**src/card_socket_defs.vh**
```
`ifndef CARD_SOCKET_DEFS_VH
`define CARD_SOCKET_DEFS_VH

// register byte offsets from the socket base
`define ADDR_FORCE_EVENT 8'h0c
`define ADDR_SOCKET_CTRL 8'h10
`define ADDR_POWER_MGMT 8'h20

// voltage and clock control register fields
`define CTRL_HALT_POLICY_BIT 7
`define CTRL_SUPPLY_MSB 6
`define CTRL_SUPPLY_LSB 4
`define CTRL_PROG_MSB 2
`define CTRL_PROG_LSB 0
`define CTRL_RESET 32'h00000000
`define CTRL_WR_MASK 32'h000000f7

// idle clock management register fields
`define PM_ACCESS_BIT 25
`define PM_CHANGED_BIT 24
`define PM_UNLOCK_BIT 16
`define PM_ACTION_BIT 0
`define PM_RESET 32'h00000000
`define PM_WR_MASK 32'h00010001

// force event register, write-only bits
`define FORCE_INTERROGATE_BIT 14
`define FORCE_VCLASS_MSB 13
`define FORCE_VCLASS_LSB 10

// voltage request codes
`define VOLT_OFF 3'h0
`define VOLT_12V 3'h1
`define VOLT_5V 3'h2
`define VOLT_3V3 3'h3
`define VOLT_ALT_X 3'h4
`define VOLT_ALT_Y 3'h5
`define VOLT_RSVD_A 3'h6
`define VOLT_RSVD_B 3'h7

// slowed card clock divides by this count
`define SLOW_DIVIDE 16
`define SLOW_DIV_W 4

`endif

```
**src/card_socket_power_clock_ctrl.v**
```verilog
`timescale 1ns/1ps
`include "card_socket_defs.vh"

// Overview of operation
// - apply only supply voltages the detected card accepts, refuse others
// - control register bits 31..8 and 3 read as zero
// - policy clear: idle action only when idle and host clock stopping
// - policy set: idle action whenever the socket is idle
// - program voltage codes: off, 12, 5, 3.3, two alternates, reserved
// - card access flag is sticky, reset zero, cleared by reading
// - clock changed flag reads one while card clock is not normal
// - unlock bit gates the idle clock action; clear means no control
// - enabled with action zero: card clock may be stopped while idle
// - enabled with action one: card clock divided by sixteen while idle
// - management register reserved bits read as zero
// - forcing a voltage class disables the control register, unless the same write also requests interrogate
// - interrogate request re-checks the card and re-enables control
module card_socket_power_clock_ctrl #(
	parameter SLOW_DIV = `SLOW_DIVIDE,
	parameter DIV_W = `SLOW_DIV_W
) (
	input wire sys_clk,
	input wire sys_rst,
	input wire [7:0] reg_addr,
	input wire [31:0] reg_wdata,
	input wire reg_wr,
	input wire reg_rd,
	output reg [31:0] reg_rdata,
	input wire [7:0] supply_code_ok,
	input wire [7:0] prog_code_ok,
	input wire card_access,
	input wire socket_idle,
	input wire host_clk_stopping,
	output reg [2:0] card_supply_request,
	output reg [2:0] program_voltage_request,
	output reg ctrl_enabled,
	output reg interrogate_card_again,
	output reg card_clk_en,
	output reg card_clk_slowed,
	output reg card_clk_halted
);

	localparam [1:0] CLK_RUN = 2'h0;
	localparam [1:0] CLK_STOP = 2'h1;
	localparam [1:0] CLK_SLOW = 2'h2;
	localparam integer DIV_LAST = SLOW_DIV - 1;

	// stored software state
	reg clock_halt_policy_r;
	reg [2:0] supply_req_r;
	reg [2:0] prog_req_r;
	reg clock_action_unlock_r;
	reg idle_clock_action_r;
	reg card_access_seen_r;
	reg clock_changed_flag_r;
	reg [1:0] clk_state_r;
	reg [1:0] clk_state_nxt;
	reg [DIV_W-1:0] div_cnt_r;
	reg card_access_seen_nxt;
	reg clk_en_nxt;
	reg [31:0] rd_value;

	wire wr_ctrl;
	wire wr_pm;
	wire wr_force;
	wire rd_pm;
	wire force_vclass;
	wire force_interrogate;
	wire may_idle_act;
	wire [31:0] ctrl_wr_value;
	wire [31:0] pm_wr_value;

	// a code is acceptable when it is off or the card reports support
	function code_ok;
		input [2:0] code;
		input [7:0] caps;
		begin
			code_ok = (code == `VOLT_OFF) | caps[code];
		end
	endfunction

	// reserved program codes are never driven to the switch
	function prog_legal;
		input [2:0] code;
		begin
			prog_legal = (code != `VOLT_RSVD_A) && (code != `VOLT_RSVD_B);
		end
	endfunction

	// address decode for the plain register port
	assign wr_ctrl = reg_wr && (reg_addr == `ADDR_SOCKET_CTRL);
	assign wr_pm = reg_wr && (reg_addr == `ADDR_POWER_MGMT);
	assign wr_force = reg_wr && (reg_addr == `ADDR_FORCE_EVENT);
	assign rd_pm = reg_rd && (reg_addr == `ADDR_POWER_MGMT);

	// only writable positions of the write data survive
	assign ctrl_wr_value = reg_wdata & `CTRL_WR_MASK;
	assign pm_wr_value = reg_wdata & `PM_WR_MASK;

	// force event writes that steer the control register
	assign force_vclass =
		wr_force && (|reg_wdata[`FORCE_VCLASS_MSB:`FORCE_VCLASS_LSB]);
	assign force_interrogate = wr_force && reg_wdata[`FORCE_INTERROGATE_BIT];

	// idle action may be tried only when policy and idle allow it
	assign may_idle_act = clock_action_unlock_r && socket_idle &&
		(clock_halt_policy_r || host_clk_stopping);

	// voltage and clock control register storage
	always @(posedge sys_clk)
	begin
		if (sys_rst)
		begin
			clock_halt_policy_r <= 1'b0;
			supply_req_r <= 3'h0;
			prog_req_r <= 3'h0;
		end
		else if (wr_ctrl)
		begin
			clock_halt_policy_r <= ctrl_wr_value[`CTRL_HALT_POLICY_BIT];
			supply_req_r <= ctrl_wr_value[`CTRL_SUPPLY_MSB:`CTRL_SUPPLY_LSB];
			prog_req_r <= ctrl_wr_value[`CTRL_PROG_MSB:`CTRL_PROG_LSB];
		end
	end

	// idle clock management register storage
	always @(posedge sys_clk)
	begin
		if (sys_rst)
		begin
			clock_action_unlock_r <= 1'b0;
			idle_clock_action_r <= 1'b0;
		end
		else if (wr_pm)
		begin
			clock_action_unlock_r <= pm_wr_value[`PM_UNLOCK_BIT];
			idle_clock_action_r <= pm_wr_value[`PM_ACTION_BIT];
		end
	end

	// sticky access flag; a new access beats the read that clears it
	always @*
	begin
		card_access_seen_nxt = card_access_seen_r;
		if (rd_pm)
		begin
			card_access_seen_nxt = 1'b0;
		end
		if (card_access)
		begin
			card_access_seen_nxt = 1'b1;
		end
	end

	always @(posedge sys_clk)
	begin
		if (sys_rst)
		begin
			card_access_seen_r <= 1'b0;
		end
		else
		begin
			card_access_seen_r <= card_access_seen_nxt;
		end
	end

	// forced voltage class disables control until a re-interrogation;
	// a write holding both takes the re-enable, since it also re-checks
	always @(posedge sys_clk)
	begin
		if (sys_rst)
		begin
			ctrl_enabled <= 1'b1;
			interrogate_card_again <= 1'b0;
		end
		else
		begin
			interrogate_card_again <= force_interrogate;
			if (force_interrogate)
			begin
				ctrl_enabled <= 1'b1;
			end
			else if (force_vclass)
			begin
				ctrl_enabled <= 1'b0;
			end
		end
	end

	// drive the socket power switch; while control is disabled the
	// switch keeps its last setting so a forced class cannot move it
	always @(posedge sys_clk)
	begin
		if (sys_rst)
		begin
			card_supply_request <= `VOLT_OFF;
			program_voltage_request <= `VOLT_OFF;
		end
		else if (ctrl_enabled)
		begin
			if (code_ok(supply_req_r, supply_code_ok))
			begin
				card_supply_request <= supply_req_r;
			end
			else
			begin
				card_supply_request <= `VOLT_OFF;
			end
			if (prog_legal(prog_req_r) && code_ok(prog_req_r, prog_code_ok))
			begin
				program_voltage_request <= prog_req_r;
			end
			else
			begin
				program_voltage_request <= `VOLT_OFF;
			end
		end
	end

	// card clock mode: run, stopped or slowed while idle
	always @*
	begin
		clk_state_nxt = CLK_RUN;
		case (clk_state_r)
			CLK_RUN:
			begin
				if (may_idle_act && idle_clock_action_r)
				begin
					clk_state_nxt = CLK_SLOW;
				end
				else if (may_idle_act)
				begin
					clk_state_nxt = CLK_STOP;
				end
			end
			CLK_STOP:
			begin
				if (may_idle_act && idle_clock_action_r)
				begin
					clk_state_nxt = CLK_SLOW;
				end
				else if (may_idle_act)
				begin
					clk_state_nxt = CLK_STOP;
				end
			end
			CLK_SLOW:
			begin
				if (may_idle_act && !idle_clock_action_r)
				begin
					clk_state_nxt = CLK_STOP;
				end
				else if (may_idle_act)
				begin
					clk_state_nxt = CLK_SLOW;
				end
			end
			default:
			begin
				clk_state_nxt = CLK_RUN;
			end
		endcase
	end

	// clock enable pattern for the next state
	always @*
	begin
		clk_en_nxt = 1'b1;
		case (clk_state_nxt)
			CLK_STOP:
			begin
				clk_en_nxt = 1'b0;
			end
			CLK_SLOW:
			begin
				// one enabled edge out of every SLOW_DIV
				clk_en_nxt = (clk_state_r == CLK_SLOW) &&
					(div_cnt_r == DIV_LAST[DIV_W-1:0]);
			end
			default:
			begin
				clk_en_nxt = 1'b1;
			end
		endcase
	end

	// divider restarts on every entry to slow mode so spacing is exact
	always @(posedge sys_clk)
	begin
		if (sys_rst)
		begin
			div_cnt_r <= {DIV_W{1'b0}};
		end
		else if ((clk_state_r == CLK_SLOW) && (clk_state_nxt == CLK_SLOW))
		begin
			div_cnt_r <= div_cnt_r + 1'b1;
		end
		else
		begin
			div_cnt_r <= {DIV_W{1'b0}};
		end
	end

	// clock state and its registered views
	always @(posedge sys_clk)
	begin
		if (sys_rst)
		begin
			clk_state_r <= CLK_RUN;
			card_clk_en <= 1'b1;
			card_clk_slowed <= 1'b0;
			card_clk_halted <= 1'b0;
			clock_changed_flag_r <= 1'b0;
		end
		else
		begin
			clk_state_r <= clk_state_nxt;
			card_clk_en <= clk_en_nxt;
			card_clk_slowed <= (clk_state_nxt == CLK_SLOW);
			card_clk_halted <= (clk_state_nxt == CLK_STOP);
			clock_changed_flag_r <= (clk_state_nxt != CLK_RUN);
		end
	end

	// read value; reserved positions stay zero by construction
	always @*
	begin
		rd_value = 32'h00000000;
		case (reg_addr)
			`ADDR_SOCKET_CTRL:
			begin
				rd_value[`CTRL_HALT_POLICY_BIT] = clock_halt_policy_r;
				rd_value[`CTRL_SUPPLY_MSB:`CTRL_SUPPLY_LSB] = supply_req_r;
				rd_value[`CTRL_PROG_MSB:`CTRL_PROG_LSB] = prog_req_r;
			end
			`ADDR_POWER_MGMT:
			begin
				rd_value[`PM_ACCESS_BIT] = card_access_seen_r;
				rd_value[`PM_CHANGED_BIT] = clock_changed_flag_r;
				rd_value[`PM_UNLOCK_BIT] = clock_action_unlock_r;
				rd_value[`PM_ACTION_BIT] = idle_clock_action_r;
			end
			default:
			begin
				// force event is write-only; unmapped reads give zero
				rd_value = 32'h00000000;
			end
		endcase
	end

	// read data stand only in the cycle after the strobe
	always @(posedge sys_clk)
	begin
		if (sys_rst)
		begin
			reg_rdata <= 32'h00000000;
		end
		else if (reg_rd)
		begin
			reg_rdata <= rd_value;
		end
		else
		begin
			reg_rdata <= 32'h00000000;
		end
	end

endmodule

```
**config.mk**
```make
export PLATFORM = sky130hd
export DESIGN_NAME = card_socket_power_clock_ctrl
export DESIGN_NICKNAME = d
export VERILOG_FILES = /design/src/card_socket_power_clock_ctrl.v
export VERILOG_INCLUDE_DIRS = /design/src /design/src/src
export SDC_FILE = /design/constraint.sdc
export NUM_CORES = 1
export LEC_CHECK = 0
export BUFFER_PORTS_ARGS = -buffer_cell sky130_fd_sc_hd__buf_2
export CAP_MARGIN = 25
export CORE_AREA = 2 2 66 68
export CTS_CLUSTER_SIZE = 24
export DETAILED_ROUTE_END_ITERATION = 10
export DIE_AREA = 0 0 68 70
export GPL_TIMING_DRIVEN = 0
export PLACE_DENSITY = 0.78
export SYNTH_ARGS = -nofsm -noshare
export SYNTH_HDL_FRONTEND = slang
export SYNTH_SLANG_ARGS = --single-unit
```
**constraint.sdc**
```tcl
create_clock -name sys_clk -period 1.7 [get_ports sys_clk]
set_input_delay 0.51 -clock sys_clk [delete_from_list [all_inputs] [get_ports sys_clk]]
set_output_delay 0.51 -clock sys_clk [all_outputs]
set_load 0.02 [all_outputs]
```
==> out/metrics.cfg <==
[run_status]
outcome=finished, final reports clean

[worst_setup_path]
crit_path_max_fanout=7
cp-start-kind=primary input
r2r-start=clock_halt_policy_r$_SDFFE_PP0P_
critPathKind=in2reg
rr_worst_depth=4
worstSetupEndpointType=register
crit_start=reg_addr[1]
crit_arrival_ns=1.64
max_stage_delay_ns=0.37
required_ns=1.86
critPathSlowestCell=nor4_4
path_cells=buf_2, nor4_4, nand4_2, mux2i_1, nor2_1

[power]
p_per_area_nw_per_um2=816
leakagePower_nw=1.09
vdd_drop_max_mv=0.296

[finish]
layout.nets=320
fillCellCount=385
ff_latch_area_sq_um=761
area_growth_pct=33.5
final_cell_mix=buf_2, dfxtp_1, buf_4, conb_1, nor2_1
multi_input_area_sq_um=786
stdcell_area_sq_um=2210
final_common_cell=buf_2
antenna_cells=0
drive_gt1_share_pct=37.4

[global_routing]
grt_usage_pct=14.6
grt_overflow=0
grt_start_max_net_pins=13
grt_pass1_vias=1223
antenna_found_initial=0
grt_pass1_wl_um=5200

[clock_tree]
cts_buffers=5
clock-sinks=38
cts_root_buf=clkbuf_8
cts_resized=0
hold_buffers=0
worstSkewPairLatency_ns=0.29
clkTransAtPathRegs_ns=0.07
cts_setup_buffers=0
tritoncts=done
clockBufferDepth=2
h-tree-depth=2

[floorplan]
num_rows=24
io_pins=106
die-area_sq_um=4760
die_x_um=68
initial_core_util_pct=39.9
dieHeight_um=70
coreArea_sq_um=4140

[logic_synthesis]
async_reset_ff_share_pct=0
ys_dominant_reg_cell=dfxtp_1
synth_cells=168
yosysUniqueCellTypes=37
syn_avg_cell_area_sq_um=9.84
yosysSeqAreaShare_pct=46.0
ys_warn_count=0
synth.ff_latch_count=38
synth_edf_count=0
syn_area_sq_um=1650

[placed_design]
io_buffers=60
place_congestion=0.811
hpwl_um=2720
dpl-instance-area_sq_um=2100

[drt]
dr_total_vias=1403
drt_iter0_drc=61
ant_nets=0
detail_route.first_pass.iterations=5
totalWireLength_um=3440
drcViolationCount=0
routedWlPerCell_um=11.1
viasPerCell=4.54

[sta]
setup_tns_ns=0
setup_viol=0
finalCriticalPeriod_ns=1.47
fmax_ghz=0.678
slew_viol_final=0
clock_skew_ns=0.00385
rsz0062_at_grt=no
fin_crit_sh_pct=86.8
finalHoldViolations=0

[worst_hold_path]
hold_path_depth=1
holdCritStartpoint=clock_changed_flag_r$_SDFF_PP0_
min_path_type=reg2reg

[job]
drv_cap=0

==> metrics by stage <==
step                      setup WS (ns)  instances  utilization, %  hold WS (ns)  total power [W]
final                             0.225        309            53.3         0.434          0.00180
after global routing              0.127        309            53.3         0.443          0.00187
after CTS                         0.218        309            53.3         0.431          0.00182
after detailed placement        -0.0909        301            50.6         0.419          0.00108
after global placement          -0.0695        301            50.6         0.413          0.00108
after floorplan                   0.203        189               -         0.406          0.00102
==> area by class of cell <==
class / instances / share of cell area [%]
multi-input cells: 124 / 35.6
clock inverters: 2 / 1.70
well taps: 52 / 2.95
flip-flops and latches: 38 / 34.5
inverters: 1 / 0.170
clock buffers: 6 / 3.29
repair buffers: 60 / 13.6
plain buffers: 26 / 8.22
==> worst max-delay path: cells and delay by family <==
family	cells	cell delay, ns
buf+inv	1	0.12
mux	1	0.24
simple gates	3	0.76
==> cell usage after synthesis, types with 2 or more instances <==
library cell  number  share of area, %
clkbuf_1           3              0.68
nor2b_1            4               1.5
o21ai_0            3              0.91
o22ai_1            2              0.76
nand3_1            7               2.1
dfxtp_1           38                46
nand3b_1           3               1.4
mux2i_1           13               7.9
a21oi_1            6               1.8
nand2_1            6               1.4
and2_1            11               4.2
buf_4             22                10
nor2_1            20               4.5
nand2b_1           7               2.6
==> worst paths after layout <==
check	slack, ns	to
worst max-delay path	0.23	supply_req_r[1]$_SDFFE_PP0P_
worst min-delay path	0.43	reg_rdata[24]$_SDFF_PP0_
worst max register to register	0.44	div_cnt_r[0]$_SDFF_PP0_
worst min register to register	0.43	reg_rdata[24]$_SDFF_PP0_
==> where the power goes <==
| part | leakage [nW] | switching, W | internal (W) |
|---|---|---|---|
| registers | 0.306 | 0.00000106 | 0.000892 |
| logic | 0.734 | 0.0000910 | 0.0000781 |
| clock network | 0.0514 | 0.000302 | 0.000437 |
| total | 1.09 | 0.000394 | 0.00141 |
==> registers in the layout, indices dropped and copies added, names as in the netlist <==
signal	flops
reg_rdata	10
div_cnt_r	4
card_supply_request	3
prog_req_r	3
program_voltage_request	3
supply_req_r	3
clk_state_r	2
card_access_seen_r	1
card_clk_en	1
card_clk_halted	1
card_clk_slowed	1
clock_action_unlock_r	1
clock_changed_flag_r	1
clock_halt_policy_r	1
ctrl_enabled	1
idle_clock_action_r	1
interrogate_card_again	1
==> cell families after synthesis <==
group           after synthesis  synth area share (%)
simple gates                 66                  23.4
flops                        38                  46.0
buf+inv                      27                  11.2
compound gates               19                  8.78
mux                          14                  8.55
xor+xnor                      2                  1.06
fa+ha+maj                     1                 0.757
other cells                   1                 0.227
==> per-layer routing <==
metal | part of all wire (%) | vias up | GRT usage, %
li1 | - | 710 | -
met1 | 42 | 637 | 16.6
met2 | 49 | 49 | 24.6
met3 | 7.0 | 7 | 4.35
met4 | 1.8 | 0 | 6.67
met5 | 0 | - | 0
Power figures use the tool's default switching activity.
